$ cat src/ctpll_map.vh
`ifndef CTPLL_MAP_VH
`define CTPLL_MAP_VH
// ========
// register indices, byte address is index times four
`define CTPLL_IDX_CLK_MUX 6'h04
`define CTPLL_IDX_PLL_PR 6'h05
`define CTPLL_IDX_PLL_J 6'h06
`define CTPLL_IDX_FRAC_HI 6'h07
`define CTPLL_IDX_FRAC_LO 6'h08
`define CTPLL_IDX_FIRST_DIV 6'h0B
`define CTPLL_IDX_SECOND_DIV 6'h0C
`define CTPLL_IDX_OSR_HI 6'h0D
`define CTPLL_IDX_OSR_LO 6'h0E
`define CTPLL_IDX_GP_SRC 6'h19
`define CTPLL_IDX_GP_DIV 6'h1A
`define CTPLL_IDX_IF_CTRL 6'h1B
`define CTPLL_IDX_BCLK_MUX 6'h1D
`define CTPLL_IDX_BCLK_DIV 6'h1E
`define CTPLL_IDX_STATUS 6'h25
`define CTPLL_IDX_GPIO_CTRL 6'h34
`define CTPLL_IDX_DAC_PWR 6'h3F
// ========
// field positions
`define CTPLL_BIT_ENABLE 7
`define CTPLL_BIT_BCLK_DIR 3
`define CTPLL_BIT_FLAG_HI 7
`define CTPLL_BIT_FLAG_LO 3
`define CTPLL_BIT_GP_OUT 0
// ========
// reset values
`define CTPLL_RST_CLK_MUX 8'h00
`define CTPLL_RST_PLL_PR 8'h11
`define CTPLL_RST_PLL_J 8'h04
`define CTPLL_RST_FRAC 8'h00
`define CTPLL_RST_DIV 8'h01
`define CTPLL_RST_OSR_HI 8'h00
`define CTPLL_RST_OSR_LO 8'h80
`define CTPLL_RST_ZERO 8'h00
// ========
// timing and scaling
`define CTPLL_SHUTDOWN_TICKS 8'h20
`define CTPLL_FRAC_SCALE 24'd10000
// ========
// bus answers
`define CTPLL_RESP_OKAY 2'b00
`define CTPLL_RESP_SLVERR 2'b10
`endif

$ cat src/ctpll_top.v
// Functional notes
// RULE1: root clock chosen by two-bit source field
// RULE2: modulator is root over both dividers, then ratio
// RULE3: dividers seven bits, ratio ten bits split
// RULE4: software enables both dividers before power-up
// RULE5: power-down sequence clocked by running dividers
// RULE6: two read-only power-down flags in status
// RULE7: software disables second then first divider
// RULE8: software disables parents after their children
// RULE9: bit clock pin output divided one to 128
// RULE10: bit clock divider source chosen by mux
// RULE11: general-purpose pin output divided one to 128
// RULE12: general-purpose source chosen by three-bit mux
// RULE13: software keeps clock rates within limits
// RULE14: bit seven turns the pll on
// RULE15: pll output is reference times r times j.d over p
// RULE16: p and r fields, both default one
// RULE17: j six bits, default four
// RULE18: fraction fourteen bits, two registers, default zero
// RULE19: fraction applied when low register written
// RULE20: software keeps integer pll settings in range
// RULE21: software keeps fractional pll reference in range
//
// Decided for this implementation: the AXI4-Lite interface to the registers.
`include "ctpll_map.vh"
module ctpll_top #(
  parameter ADDR_W = 8
) (
  // clock and reset
  input wire aclk,
  input wire aresetn,
  // axi4-lite write
  input wire [ADDR_W-1:0] s_axi_awaddr,
  input wire s_axi_awvalid,
  output reg s_axi_awready,
  input wire [31:0] s_axi_wdata,
  input wire [3:0] s_axi_wstrb,
  input wire s_axi_wvalid,
  output reg s_axi_wready,
  output reg [1:0] s_axi_bresp,
  output reg s_axi_bvalid,
  input wire s_axi_bready,
  // axi4-lite read
  input wire [ADDR_W-1:0] s_axi_araddr,
  input wire s_axi_arvalid,
  output reg s_axi_arready,
  output reg [31:0] s_axi_rdata,
  output reg [1:0] s_axi_rresp,
  output reg s_axi_rvalid,
  input wire s_axi_rready,
  // clock pins
  input wire mclk_pin,
  input wire bclk_pin_in,
  output reg bclk_pin_out,
  output reg bclk_pin_oe_n,
  input wire gpio_pin_in,
  output reg gpio_pin_out,
  output reg gpio_pin_oe_n,
  // derived clock enables
  output reg root_codec_clock_en,
  output reg dac_clock_en,
  output reg modulator_clock_en,
  output reg sample_rate_en,
  output reg pll_clock_en
);

  // ==========================================
  // helpers
  function [5:0] reg_index;
    input [ADDR_W-1:0] addr;
    begin
      reg_index = addr[7:2];
    end
  endfunction

  function mapped;
    input [5:0] idx;
    begin
      case (idx)
        `CTPLL_IDX_CLK_MUX, `CTPLL_IDX_PLL_PR, `CTPLL_IDX_PLL_J,
        `CTPLL_IDX_FRAC_HI, `CTPLL_IDX_FRAC_LO, `CTPLL_IDX_FIRST_DIV,
        `CTPLL_IDX_SECOND_DIV, `CTPLL_IDX_OSR_HI, `CTPLL_IDX_OSR_LO,
        `CTPLL_IDX_GP_SRC, `CTPLL_IDX_GP_DIV, `CTPLL_IDX_IF_CTRL,
        `CTPLL_IDX_BCLK_MUX, `CTPLL_IDX_BCLK_DIV, `CTPLL_IDX_STATUS,
        `CTPLL_IDX_GPIO_CTRL, `CTPLL_IDX_DAC_PWR:
          mapped = 1'b1;
        default:
          mapped = 1'b0;
      endcase
    end
  endfunction

  // seven-bit field, zero means 128
  function [10:0] ratio7;
    input [6:0] v;
    begin
      ratio7 = (v == 7'h00) ? 11'h080 : {4'h0, v};
    end
  endfunction

  // output divider level, high for the first half of the period
  function level_at;
    input [10:0] cnt;
    input [10:0] ratio;
    input cur;
    begin
      if (ratio == 11'h001)
        level_at = ~cur;
      else
        level_at = (cnt < ((ratio + 11'h001) >> 1));
    end
  endfunction

  // ==========================================
  // pin synchronisers and edge detect
  reg [2:0] pin_meta_reg;
  reg [2:0] pin_sync_reg;
  reg [2:0] pin_last_reg;
  wire [2:0] pin_rise;
  always @(posedge aclk)
  begin
    pin_meta_reg <= {gpio_pin_in, bclk_pin_in, mclk_pin};
    pin_sync_reg <= pin_meta_reg;
    pin_last_reg <= pin_sync_reg;
  end
  assign pin_rise = pin_sync_reg & ~pin_last_reg;

  // ==========================================
  // registers
  reg [7:0] clk_mux_reg;
  reg [7:0] pll_pr_reg;
  reg [7:0] pll_j_reg;
  reg [7:0] frac_hi_reg;
  reg [7:0] frac_lo_reg;
  reg [13:0] frac_live_reg;
  reg [7:0] first_div_reg;
  reg [7:0] second_div_reg;
  reg [7:0] osr_hi_reg;
  reg [7:0] osr_lo_reg;
  reg [7:0] gp_src_reg;
  reg [7:0] gp_div_reg;
  reg [7:0] if_ctrl_reg;
  reg [7:0] bclk_mux_reg;
  reg [7:0] bclk_div_reg;
  reg [7:0] gpio_ctrl_reg;
  reg [7:0] dac_pwr_reg;
  reg flag_hi_reg;
  reg flag_lo_reg;

  // ==========================================
  // axi write path
  reg aw_held_reg;
  reg w_held_reg;
  reg [5:0] aw_idx_reg;
  reg [7:0] w_data_reg;
  reg w_strb_reg;
  wire wr_fire;
  assign wr_fire = aw_held_reg & w_held_reg & ~s_axi_bvalid;

  always @(posedge aclk)
  begin
    if (!aresetn)
    begin
      aw_held_reg <= 1'b0;
      w_held_reg <= 1'b0;
      aw_idx_reg <= 6'h00;
      w_data_reg <= 8'h00;
      w_strb_reg <= 1'b0;
      s_axi_awready <= 1'b1;
      s_axi_wready <= 1'b1;
      s_axi_bvalid <= 1'b0;
      s_axi_bresp <= `CTPLL_RESP_OKAY;
    end
    else
    begin
      if (s_axi_awvalid && s_axi_awready)
      begin
        aw_held_reg <= 1'b1;
        aw_idx_reg <= reg_index(s_axi_awaddr);
        s_axi_awready <= 1'b0;
      end
      if (s_axi_wvalid && s_axi_wready)
      begin
        w_held_reg <= 1'b1;
        w_data_reg <= s_axi_wdata[7:0];
        w_strb_reg <= s_axi_wstrb[0];
        s_axi_wready <= 1'b0;
      end
      if (wr_fire)
      begin
        aw_held_reg <= 1'b0;
        w_held_reg <= 1'b0;
        s_axi_bvalid <= 1'b1;
        s_axi_bresp <= mapped(aw_idx_reg) ? `CTPLL_RESP_OKAY : `CTPLL_RESP_SLVERR;
      end
      if (s_axi_bvalid && s_axi_bready)
      begin
        s_axi_bvalid <= 1'b0;
        s_axi_awready <= 1'b1;
        s_axi_wready <= 1'b1;
      end
    end
  end

  // register writes, status is read-only
  wire wr_en;
  assign wr_en = wr_fire & w_strb_reg;
  always @(posedge aclk)
  begin
    if (!aresetn)
    begin
      clk_mux_reg <= `CTPLL_RST_CLK_MUX;
      pll_pr_reg <= `CTPLL_RST_PLL_PR; // RULE16
      pll_j_reg <= `CTPLL_RST_PLL_J; // RULE17
      frac_hi_reg <= `CTPLL_RST_FRAC;
      frac_lo_reg <= `CTPLL_RST_FRAC;
      frac_live_reg <= 14'h0000; // RULE18
      first_div_reg <= `CTPLL_RST_DIV;
      second_div_reg <= `CTPLL_RST_DIV;
      osr_hi_reg <= `CTPLL_RST_OSR_HI;
      osr_lo_reg <= `CTPLL_RST_OSR_LO;
      gp_src_reg <= `CTPLL_RST_ZERO;
      gp_div_reg <= `CTPLL_RST_DIV;
      if_ctrl_reg <= `CTPLL_RST_ZERO;
      bclk_mux_reg <= `CTPLL_RST_ZERO;
      bclk_div_reg <= `CTPLL_RST_DIV;
      gpio_ctrl_reg <= `CTPLL_RST_ZERO;
      dac_pwr_reg <= `CTPLL_RST_ZERO;
    end
    else if (wr_en)
    begin
      case (aw_idx_reg)
        `CTPLL_IDX_CLK_MUX: clk_mux_reg <= {6'h00, w_data_reg[1:0]};
        `CTPLL_IDX_PLL_PR: pll_pr_reg <= w_data_reg;
        `CTPLL_IDX_PLL_J: pll_j_reg <= {2'b00, w_data_reg[5:0]};
        `CTPLL_IDX_FRAC_HI: frac_hi_reg <= {2'b00, w_data_reg[5:0]};
        `CTPLL_IDX_FRAC_LO:
        begin
          frac_lo_reg <= w_data_reg;
          frac_live_reg <= {frac_hi_reg[5:0], w_data_reg}; // RULE19
        end
        `CTPLL_IDX_FIRST_DIV: first_div_reg <= w_data_reg;
        `CTPLL_IDX_SECOND_DIV: second_div_reg <= w_data_reg;
        `CTPLL_IDX_OSR_HI: osr_hi_reg <= {6'h00, w_data_reg[1:0]};
        `CTPLL_IDX_OSR_LO: osr_lo_reg <= w_data_reg;
        `CTPLL_IDX_GP_SRC: gp_src_reg <= {5'h00, w_data_reg[2:0]};
        `CTPLL_IDX_GP_DIV: gp_div_reg <= {1'b0, w_data_reg[6:0]};
        `CTPLL_IDX_IF_CTRL: if_ctrl_reg <= w_data_reg;
        `CTPLL_IDX_BCLK_MUX: bclk_mux_reg <= {6'h00, w_data_reg[1:0]};
        `CTPLL_IDX_BCLK_DIV: bclk_div_reg <= {1'b0, w_data_reg[6:0]};
        `CTPLL_IDX_GPIO_CTRL: gpio_ctrl_reg <= {7'h00, w_data_reg[0]};
        `CTPLL_IDX_DAC_PWR: dac_pwr_reg <= {w_data_reg[7], 7'h00};
        default: clk_mux_reg <= clk_mux_reg;
      endcase
    end
  end

  // ==========================================
  // axi read path
  reg [7:0] rd_val;
  wire [5:0] rd_idx;
  assign rd_idx = reg_index(s_axi_araddr);
  always @*
  begin
    case (rd_idx)
      `CTPLL_IDX_CLK_MUX: rd_val = clk_mux_reg;
      `CTPLL_IDX_PLL_PR: rd_val = pll_pr_reg;
      `CTPLL_IDX_PLL_J: rd_val = pll_j_reg;
      `CTPLL_IDX_FRAC_HI: rd_val = frac_hi_reg;
      `CTPLL_IDX_FRAC_LO: rd_val = frac_lo_reg;
      `CTPLL_IDX_FIRST_DIV: rd_val = first_div_reg;
      `CTPLL_IDX_SECOND_DIV: rd_val = second_div_reg;
      `CTPLL_IDX_OSR_HI: rd_val = osr_hi_reg;
      `CTPLL_IDX_OSR_LO: rd_val = osr_lo_reg;
      `CTPLL_IDX_GP_SRC: rd_val = gp_src_reg;
      `CTPLL_IDX_GP_DIV: rd_val = gp_div_reg;
      `CTPLL_IDX_IF_CTRL: rd_val = if_ctrl_reg;
      `CTPLL_IDX_BCLK_MUX: rd_val = bclk_mux_reg;
      `CTPLL_IDX_BCLK_DIV: rd_val = bclk_div_reg;
      `CTPLL_IDX_STATUS: rd_val = {flag_hi_reg, 3'b000, flag_lo_reg, 3'b000}; // RULE6
      `CTPLL_IDX_GPIO_CTRL: rd_val = gpio_ctrl_reg;
      `CTPLL_IDX_DAC_PWR: rd_val = dac_pwr_reg;
      default: rd_val = 8'h00;
    endcase
  end

  always @(posedge aclk)
  begin
    if (!aresetn)
    begin
      s_axi_arready <= 1'b1;
      s_axi_rvalid <= 1'b0;
      s_axi_rdata <= 32'h00000000;
      s_axi_rresp <= `CTPLL_RESP_OKAY;
    end
    else if (s_axi_arvalid && s_axi_arready)
    begin
      s_axi_arready <= 1'b0;
      s_axi_rvalid <= 1'b1;
      s_axi_rdata <= {24'h000000, rd_val};
      s_axi_rresp <= mapped(rd_idx) ? `CTPLL_RESP_OKAY : `CTPLL_RESP_SLVERR;
    end
    else if (s_axi_rvalid && s_axi_rready)
    begin
      s_axi_rvalid <= 1'b0;
      s_axi_arready <= 1'b1;
    end
  end

  // ==========================================
  // fractional pll as a rate accumulator on the master clock pin
  wire [3:0] pll_p;
  wire [4:0] pll_r;
  wire [23:0] pll_jd;
  wire [23:0] pll_step;
  wire [23:0] pll_thr;
  reg [24:0] pll_acc_reg;
  reg [24:0] pll_acc_next;
  assign pll_p = (pll_pr_reg[6:4] == 3'h0) ? 4'h8 : {1'b0, pll_pr_reg[6:4]}; // RULE16
  assign pll_r = (pll_pr_reg[3:0] == 4'h0) ? 5'h10 : {1'b0, pll_pr_reg[3:0]}; // RULE16
  assign pll_jd = pll_j_reg[5:0] * `CTPLL_FRAC_SCALE + {10'h000, frac_live_reg}; // RULE17
  assign pll_step = pll_r * pll_jd; // RULE15
  assign pll_thr = pll_p * `CTPLL_FRAC_SCALE; // RULE15
  always @*
  begin
    pll_acc_next = pll_acc_reg;
    if (pin_rise[0])
      pll_acc_next = pll_acc_next + {1'b0, pll_step};
    if (pll_acc_next >= {1'b0, pll_thr})
      pll_acc_next = pll_acc_next - {1'b0, pll_thr};
    if (pll_acc_next > {5'h00, pll_thr[16:0], 3'b000})
      pll_acc_next = {5'h00, pll_thr[16:0], 3'b000};
  end
  always @(posedge aclk)
  begin
    if (!aresetn || !pll_pr_reg[`CTPLL_BIT_ENABLE])
    begin
      pll_acc_reg <= 25'h0000000; // RULE14
      pll_clock_en <= 1'b0;
    end
    else
    begin
      pll_acc_reg <= pll_acc_next;
      pll_clock_en <= (pll_acc_reg + (pin_rise[0] ? {1'b0, pll_step} : 25'h0000000))
        >= {1'b0, pll_thr}; // RULE15
    end
  end

  // ==========================================
  // root clock selection
  reg root_en;
  always @*
  begin
    case (clk_mux_reg[1:0]) // RULE1
      2'b00: root_en = pin_rise[0];
      2'b01: root_en = pin_rise[1];
      2'b10: root_en = pin_rise[2];
      default: root_en = pll_clock_en;
    endcase
  end

  // ==========================================
  // cascaded dac dividers: first, second, oversampling
  wire [3:0] stage_in;
  wire [2:0] stage_gate;
  wire [10:0] stage_ratio [0:2];
  reg [10:0] stage_cnt_reg [0:2];
  assign stage_in[0] = root_en;
  assign stage_gate[0] = first_div_reg[`CTPLL_BIT_ENABLE];
  assign stage_gate[1] = second_div_reg[`CTPLL_BIT_ENABLE];
  assign stage_gate[2] = stage_gate[0] & stage_gate[1];
  assign stage_ratio[0] = ratio7(first_div_reg[6:0]); // RULE3
  assign stage_ratio[1] = ratio7(second_div_reg[6:0]); // RULE3
  assign stage_ratio[2] = ({osr_hi_reg[1:0], osr_lo_reg} == 10'h000) ? 11'h400
    : {1'b0, osr_hi_reg[1:0], osr_lo_reg}; // RULE3

  genvar gi;
  generate
    for (gi = 0; gi < 3; gi = gi + 1)
    begin : g_stage
      assign stage_in[gi+1] = stage_gate[gi] & stage_in[gi]
        & (stage_cnt_reg[gi] == stage_ratio[gi] - 11'h001); // RULE2
      always @(posedge aclk)
      begin
        if (!aresetn || !stage_gate[gi])
          stage_cnt_reg[gi] <= 11'h000;
        else if (stage_in[gi])
          stage_cnt_reg[gi] <= (stage_cnt_reg[gi] >= stage_ratio[gi] - 11'h001)
            ? 11'h000 : stage_cnt_reg[gi] + 11'h001;
      end
    end
  endgenerate

  always @(posedge aclk)
  begin
    if (!aresetn)
    begin
      root_codec_clock_en <= 1'b0;
      dac_clock_en <= 1'b0;
      modulator_clock_en <= 1'b0;
      sample_rate_en <= 1'b0;
    end
    else
    begin
      root_codec_clock_en <= root_en;
      dac_clock_en <= stage_in[1];
      modulator_clock_en <= stage_in[2]; // RULE2
      sample_rate_en <= stage_in[3]; // RULE2
    end
  end

  // ==========================================
  // dac power-down sequence
  localparam PWR_OFF = 2'd0;
  localparam PWR_ON = 2'd1;
  localparam PWR_DOWN = 2'd2;
  reg [1:0] pwr_state_reg;
  reg [7:0] down_cnt_reg;
  always @(posedge aclk)
  begin
    if (!aresetn)
    begin
      pwr_state_reg <= PWR_OFF;
      down_cnt_reg <= 8'h00;
      flag_hi_reg <= 1'b1;
      flag_lo_reg <= 1'b1;
    end
    else
    begin
      case (pwr_state_reg)
        PWR_OFF:
          if (dac_pwr_reg[`CTPLL_BIT_ENABLE] && stage_gate[2])
          begin
            pwr_state_reg <= PWR_ON;
            flag_hi_reg <= 1'b0;
            flag_lo_reg <= 1'b0;
          end
        PWR_ON:
          if (!dac_pwr_reg[`CTPLL_BIT_ENABLE])
          begin
            pwr_state_reg <= PWR_DOWN;
            down_cnt_reg <= 8'h00;
          end
        PWR_DOWN:
          if (stage_in[2]) // RULE5
          begin
            down_cnt_reg <= down_cnt_reg + 8'h01;
            if (down_cnt_reg == (`CTPLL_SHUTDOWN_TICKS >> 1))
              flag_lo_reg <= 1'b1; // RULE6
            if (down_cnt_reg == `CTPLL_SHUTDOWN_TICKS - 8'h01)
            begin
              flag_hi_reg <= 1'b1; // RULE6
              pwr_state_reg <= PWR_OFF;
            end
          end
        default:
          pwr_state_reg <= PWR_OFF;
      endcase
    end
  end

  // ==========================================
  // bit clock output divider
  reg bclk_src;
  reg [10:0] bclk_cnt_reg;
  wire [10:0] bclk_ratio;
  wire [10:0] bclk_cnt_next;
  assign bclk_ratio = ratio7(bclk_div_reg[6:0]); // RULE9
  assign bclk_cnt_next = (bclk_cnt_reg >= bclk_ratio - 11'h001) ? 11'h000
    : bclk_cnt_reg + 11'h001;
  always @*
  begin
    case (bclk_mux_reg[1:0]) // RULE10
      2'b00: bclk_src = stage_in[1];
      2'b01: bclk_src = stage_in[2];
      default: bclk_src = 1'b0;
    endcase
  end
  always @(posedge aclk)
  begin
    if (!aresetn)
    begin
      bclk_cnt_reg <= 11'h000;
      bclk_pin_out <= 1'b0;
      bclk_pin_oe_n <= 1'b1;
    end
    else
    begin
      bclk_pin_oe_n <= ~if_ctrl_reg[`CTPLL_BIT_BCLK_DIR]; // RULE9
      if (bclk_src)
      begin
        bclk_cnt_reg <= bclk_cnt_next;
        bclk_pin_out <= level_at(bclk_cnt_next, bclk_ratio, bclk_pin_out); // RULE9
      end
    end
  end

  // ==========================================
  // general-purpose clock output divider
  reg gp_src;
  reg [10:0] gp_cnt_reg;
  wire [10:0] gp_ratio;
  wire [10:0] gp_cnt_next;
  assign gp_ratio = ratio7(gp_div_reg[6:0]); // RULE11
  assign gp_cnt_next = (gp_cnt_reg >= gp_ratio - 11'h001) ? 11'h000 : gp_cnt_reg + 11'h001;
  always @*
  begin
    case (gp_src_reg[2:0]) // RULE12
      3'h0: gp_src = pin_rise[0];
      3'h1: gp_src = pin_rise[1];
      3'h2: gp_src = root_en;
      3'h3: gp_src = stage_in[1];
      3'h4: gp_src = stage_in[2];
      3'h5: gp_src = pll_clock_en;
      default: gp_src = 1'b0;
    endcase
  end
  always @(posedge aclk)
  begin
    if (!aresetn)
    begin
      gp_cnt_reg <= 11'h000;
      gpio_pin_out <= 1'b0;
      gpio_pin_oe_n <= 1'b1;
    end
    else
    begin
      gpio_pin_oe_n <= ~gpio_ctrl_reg[`CTPLL_BIT_GP_OUT]; // RULE11
      if (gp_src)
      begin
        gp_cnt_reg <= gp_cnt_next;
        gpio_pin_out <= level_at(gp_cnt_next, gp_ratio, gpio_pin_out); // RULE11
      end
    end
  end

endmodule

$ cat config.mk
export PLATFORM = sky130hd
export DESIGN_NAME = ctpll_top
export DESIGN_NICKNAME = d
export VERILOG_FILES = /design/src/ctpll_top.v
export VERILOG_INCLUDE_DIRS = /design/src
export SDC_FILE = /design/constraint.sdc
export NUM_CORES = 1
export LEC_CHECK = 0
export BUFFER_PORTS_ARGS = -buffer_cell sky130_fd_sc_hd__buf_4
export CAP_MARGIN = 10
export CORE_MARGIN = 4
export CORE_UTILIZATION = 57
export CTS_BUF_LIST = sky130_fd_sc_hd__clkbuf_4 sky130_fd_sc_hd__clkbuf_8 sky130_fd_sc_hd__clkbuf_16
export DETAILED_ROUTE_END_ITERATION = 12
export PLACE_DENSITY_LB_ADDON = 0.15
export SYNTH_ARGS = -nofsm -noshare
export SYNTH_HDL_FRONTEND = slang
export SYNTH_SLANG_ARGS = --single-unit
$ cat constraint.sdc
create_clock -name aclk -period 15.4 [get_ports aclk]
set_input_delay 1.54 -clock aclk [delete_from_list [all_inputs] [get_ports aclk]]
set_output_delay 1.54 -clock aclk [all_outputs]
set_load 0.01 [all_outputs]
Yosys cells after proc, flatten, opt, wreduce, memory -nomap -nowiden
Memory sizes are Yosys's and may differ from the RTL's. A register that Yosys moved wholly into a read port is not among the register bits.
Index checks and enable logic that the tools add are counted.
{"block": "word_totals", "reg_bits": 210, "ram_bits": 33, "romBits": 128, "inputBits": 62, "output_inout_bits": 50, "wordCells": 278, "n_memories": 3}
{"block": "op_classes", "n_addsub": 17, "multipliers": 3, "order_cmp": 10, "n_eq_ne": 55, "n_mux": 67, "bitwise_logic": 21, "reduce_logical": 52}
{"memory": "(no name shown)", "words": 64, "width": 1, "read_ports": 1, "rd_clocked_by_memory_dff": 0, "wr": 0, "line_no": "ctpll_top.v:79", "rtl": "case (idx)"}
{"memory": "(no name shown)", "words": 64, "width": 1, "read_ports": 1, "rd_clocked_by_memory_dff": 1, "wr": 0, "line_no": "ctpll_top.v:79"}
{"memory": "stage_cnt_reg", "words": 3, "width": 11, "read_ports": 3, "rd_clocked_by_memory_dff": 0, "wr": 3, "line_no": "ctpll_top.v:367", "rtl": "reg [10:0] stage_cnt_reg [0:2];"}
{"operator": "$pmux 8 s17", "n": 1}
{"operator": "$mux 11", "n": 9}
{"operator": "$eq 6x4->1 const B", "n": 10}
{"operator": "$eq 6x5->1 const B", "n": 10}
{"operator": "$add 11x1->11 const B", "n": 5}
{"operator": "$ge 11x11->1", "n": 5}
{"operator": "$add 25x24->25", "n": 2}
{"operator": "$ge 25x18->1", "n": 2}
{"operator": "$mux 25", "n": 2}
{"operator": "$eq 6x3->1 const B", "n": 8}
{"operator": "$mux 8", "n": 6}
{"operator": "$sub 8x1->9 const B", "n": 4}
{"operator": "$eq 11x11->1", "n": 3}
{"operator": "$reduce_and 2->1", "n": 16}
{"operator": "$eq 6x6->1 const B", "n": 5}
{"operator": "$mux 1", "n": 30}
{"operator": "$logic_not 7->1", "n": 4}
{"operator": "$gt 25x20->1", "n": 1}
{"operator": "$sub 25x18->25", "n": 1}
{"operator": "$mul 5x21->24", "n": 1}
{"operator": "$mux 24", "n": 1}
{"operator": "$add 20x14->21", "n": 1}
{"operator": "$mux 20", "n": 1}
{"operator": "$add 8x1->9 const B", "n": 2}
{"operator": "other kinds (39)", "n": 95}

Logic depth before layout (Yosys ltp)
{"block": "depth", "ltp_word": 11, "ltp_mapped": 56}

Worst setup path before layout
Ideal clock, no wire load.
{"block": "synth_path", "path_kind": "flip-flop to flip-flop", "start": "reg pll_j_reg[1]", "end": "reg pll_acc_reg[12]", "setup_ns": 0.080, "t_arrival_ns": 11.225, "path_slack_ns": 4.095, "stages_incl_launch_ff": 48, "path_buffers": 4, "cell_sequence": "dfxtp_1 > inv_1 > fa_1 > fa_1 > inv_1 > ha_1 > fa_1 > xor2_1 > ha_1 > a21oi_1 > o21ai_0 > xor2_1 > and2_1 > fa_1 > fa_1 > inv_1 > fa_1 > inv_1 > [12 not listed] > nor4_4 > and3_1 > buf_6 > and2_1 > buf_4 > buf_6 > mux2_2 > ha_1 > nand4_1 > nor4_1 > nand2_1 > or4b_2 > a31oi_1 > a31o_4 > o2111a_2 > nand2_4 > buf_6 > a211oi_2"}
{"block": "synth_between", "elab_chain_len": 9, "elab_cells_between_ends": 10, "classes_between": "3 x add/sub; 2 x mul; 2 x order compare; 3 x mux"}
{"element": "from (decl)", "line_no": "ctpll_top.v:132", "rtl": "reg [7:0] pll_j_reg;"}
{"element": "from (signal assigned)", "line_no": "ctpll_top.v:214", "rtl": "pll_j_reg <= `CTPLL_RST_PLL_J;"}
{"element": "from (signal assigned)", "line_no": "ctpll_top.v:235", "rtl": "`CTPLL_IDX_PLL_J: pll_j_reg <= {2'b00, w_data_reg[5:0]};"}
{"element": "$mul 6x10->16 (no line) *"}
{"element": "$add 20x14->21 *", "line_no": "ctpll_top.v:321", "rtl": "assign pll_jd = pll_j_reg[5:0] * `CTPLL_FRAC_SCALE + {10'h000, frac_live_reg};"}
{"element": "$mul 5x21->24 *", "line_no": "ctpll_top.v:322", "rtl": "assign pll_step = pll_r * pll_jd;"}
{"element": "$add 25x24->25 *", "line_no": "ctpll_top.v:328", "rtl": "pll_acc_next = pll_acc_next + {1'b0, pll_step};"}
{"element": "$mux 25 *", "line_no": "ctpll_top.v:327", "rtl": "if (pin_rise[0])"}
{"element": "$sub 25x18->25 / $ge 25x18->1 (equally long branches)", "line_no": "ctpll_top.v:330, ctpll_top.v:329"}
{"element": "$mux 25 *", "line_no": "ctpll_top.v:329", "rtl": "if (pll_acc_next >= {1'b0, pll_thr})"}
{"element": "$gt 25x20->1", "line_no": "ctpll_top.v:331", "rtl": "if (pll_acc_next > {5'h00, pll_thr[16:0], 3'b000})"}
{"element": "$mux 20 *", "line_no": "ctpll_top.v:331"}
{"element": "to (signal assigned)", "line_no": "ctpll_top.v:343", "rtl": "pll_acc_reg <= pll_acc_next;"}
{"element": "to (decl)", "line_no": "ctpll_top.v:317", "rtl": "reg [24:0] pll_acc_reg;"}
Mark *: on every way between the ends. The rest lies on a longest branch, timed or not.
A chain may end at the register's enable or synchronous reset.

Final worst setup path
{"block": "layout_path", "start": "reg pll_j_reg[0]", "end": "reg pll_acc_reg[7]"}
The elaborated chain is that of the path after synthesis.

==> metrics.yaml <==
global_route:
  track_usage: 0.265
  grt_pass1_wl_um: 90900
  grt_pass1_vias: 17900
  gr-total-overflow: 0
  grt_max_degree: 81
  antenna_found_initial: 0
pwr:
  swShare: 0.250
  p_leak_nw: 10.3
  ir_drop_mv: 0.106
  pwr-share-seq: 0.459
  p_per_area_nw_per_um2: 59.9
  total_power_mw: 1.38
  p_sw_uw: 346
  clkPwrFrac: 0.466
  pwr-share-comb: 0.075
  intPower_mw: 1.04
clocking:
  cts_inserted_buffers: 26
  post_cts_resized: 0
  cts.reportedPaths.clkPinSlew_ns: 0.06
  cts_tree: "built"
  post_cts_buffers: 0
  clock_latency_ns: 0.56
  h-tree-depth: 1
  clock-sinks: 234
  cts_max_path_buffers: 3
  cts_root_buf: "clkbuf_16"
  cts_hold_buf: 0
timing:
  fin_crit_ns: 13.71
  slew_headroom: 0.237
  finalHoldViolCount: 0
  final_max_slew_viol_count: 0
  fmax_mhz: 72.9
  setup_violations: 0
  period_share: 0.890
  grt_setup_unrepaired: "false"
  worst_pin_slew_ns: 1.14
  setup_tns_ns: 0
  clock_skew_ns: 0.0255
finish:
  diodes: 0
  drive_above_1_share: 0.0706
  syn2layout_area_growth_pct: 7.44
  n_fill_cell: 3240
  utilization: 0.627
  nets: 2977
  stdcell_area_um2: 23100
  largest_register_ffs: 33
routing:
  vias: 18300
  drt_iter0_drc: 1351
  drc_errors: 0
  firstDrtPassIters: 5
  viasPerCell: 5.88
  wl_per_cell_um: 18.0
  final_antenna_net_count: 0
  wl_um: 56000
worst_setup_path:
  endpoint_kind: "register"
  slowest_delay_ns: 0.70
  worstPathArrival_ns: 14.10
  crit_path_start_kind: "register"
  crit_type: "reg2reg"
  cp_data_required_time_ns: 15.79
  path_max_fanout: 17
  crit_slowest_cell: "and2_1"
synthesis:
  synth_area_leaders: "dfxtp_1, ha_1, fa_1"
  syn_avg_cell_area_um2: 8.34
  synth.distinct_cells: 93
  syn-cell-area_um2: 21500
  synthFlopType: "dfxtp_1"
  synth_top_area_share: 0.187
  yosysWarnings: 0
  async_reset_ff_frac: 0
  synth_top_cell_by_area: "dfxtp_1"
  synth_edf_count: 33
  synth-seq-cells: 234
  ys_seq_area_frac: 0.233
  postSynthCellCount: 2578
floorplan:
  dieArea_um2: 40900
  die_h_um: 202
  fp.dieW_um: 202
  start_util: 0.583
  io_pins: 112
  core_area_um2: 36900
  rows: 70
placement:
  dpl.hpwl_um: 43500
  placed_area_um2: 22200
  place.port_buffers: 54
  gp_congestion: 0.971
run:
  cap_violations: 0
status:
  status: "complete, no violations"
worst_hold_path:
  holdCritPathClass: "reg2reg"
[placed cells by master, fill, tap and decap left out, drive strengths merged, types with 21 or more instances in the layout]
master,netlist,final
a211oi,24,24
a21o,44,44
a21oi,155,155
a22oi,29,29
and2,77,77
and3,21,21
buf,40,68
clkbuf,84,38
conb,2,38
dfxtp,201,201
edfxtp,33,33
fa,68,68
ha,260,260
inv,155,156
mux2i,105,105
nand2,225,225
nand2b,46,46
nand3,89,89
nand4,32,32
nor2,265,265
nor2b,37,37
nor3,64,64
nor4,23,23
o21ai,98,98
o21bai,23,23
xnor2,104,104
xor2,66,66
[worst paths after layout]
path | from | end | slack [ns] | cells past startpoint
max reg2reg | pll_j_reg[0] | pll_acc_reg[7] | 1.69 | 43
max | pll_j_reg[0] | pll_acc_reg[7] | 1.69 | 43
min reg2reg | pin_meta_reg[2] | pin_sync_reg[2] | 0.33 | 0
min | pin_meta_reg[2] | pin_sync_reg[2] | 0.33 | 0
[area by class of cell]
cell class,instances,area [µm²],area share
Clock buffer,37,788,0.0341
Clock inverter,11,108,0.00466
Inverter,155,584,0.0253
Timing Repair Buffer,69,515,0.0223
Tap cell,504,631,0.0273
Multi-Input combinational cell,2101,15500,0.669
Sequential cell,234,5010,0.217
[power by group through the flow]
stage	Sequential [mW]	Clock, mW	Combinational [mW]
floorplan	0.642	0	0.0801
global placement	0.648	0	0.0994
detailed placement	0.649	0	0.102
CTS	0.635	0.661	0.102
global route	0.636	0.688	0.114
finish	0.636	0.645	0.104
[routing by layer]
layer | GRT usage | wire [µm]
met2 | 0.448 | 26000
met4 | 0.109 | 2630
met3 | 0.0290 | 2570
met5 | 0 | 0
met1 | 0.347 | 24800
[logic make-up (layout without fill, tap and decap cells)]
kind of cell    after synthesis  in the layout  share of synthesized area
xor+xnor                    170            170                     0.0703
compound gates              511            511                      0.159
mux                         117            117                     0.0557
flops                       234            234                      0.233
fa+ha+maj                   328            328                      0.215
buf+inv                     279            272                     0.0546
simple gates                937            937                      0.212
other cells                   2             38                   0.000349
[cell usage after synthesis (60+ instances only)]
library cell / count
a21oi_1: 153
and2_1: 77
clkbuf_1: 83
dfxtp_1: 201
fa_1: 68
ha_1: 260
inv_1: 155
mux2i_1: 105
nand2_1: 224
nand3_1: 88
nor2_1: 264
nor3_1: 60
o21ai_0: 91
xnor2_1: 103
xor2_1: 64
[per-stage QoR]
stage / std cells / setup WS, ns / hold slack (ns)
final: 3111 / 1.69 / 0.331
after global routing: 3111 / 0.900 / 0.352
after CTS: 3109 / 1.80 / 0.335
after detailed placement: 3061 / 1.81 / 0.316
after global placement: 3061 / 2.09 / 0.318
after floorplan: 2614 / 4.10 / 0.310
[critical path: cells and delay by family, from the launching register on]
kind / cells / cell delay, ns
adders and majority gates: 12 / 4.97
muxes: 1 / 0.43
buffers and inverters: 5 / 0.32
and+or+nand+nor: 11 / 3.60
xor gates and xnor gates: 4 / 1.28
AOI/OAI and AO/OA: 10 / 2.43
DFF: 1 / 0.55
No activity file was read; power rests on OpenSTA's default activity.
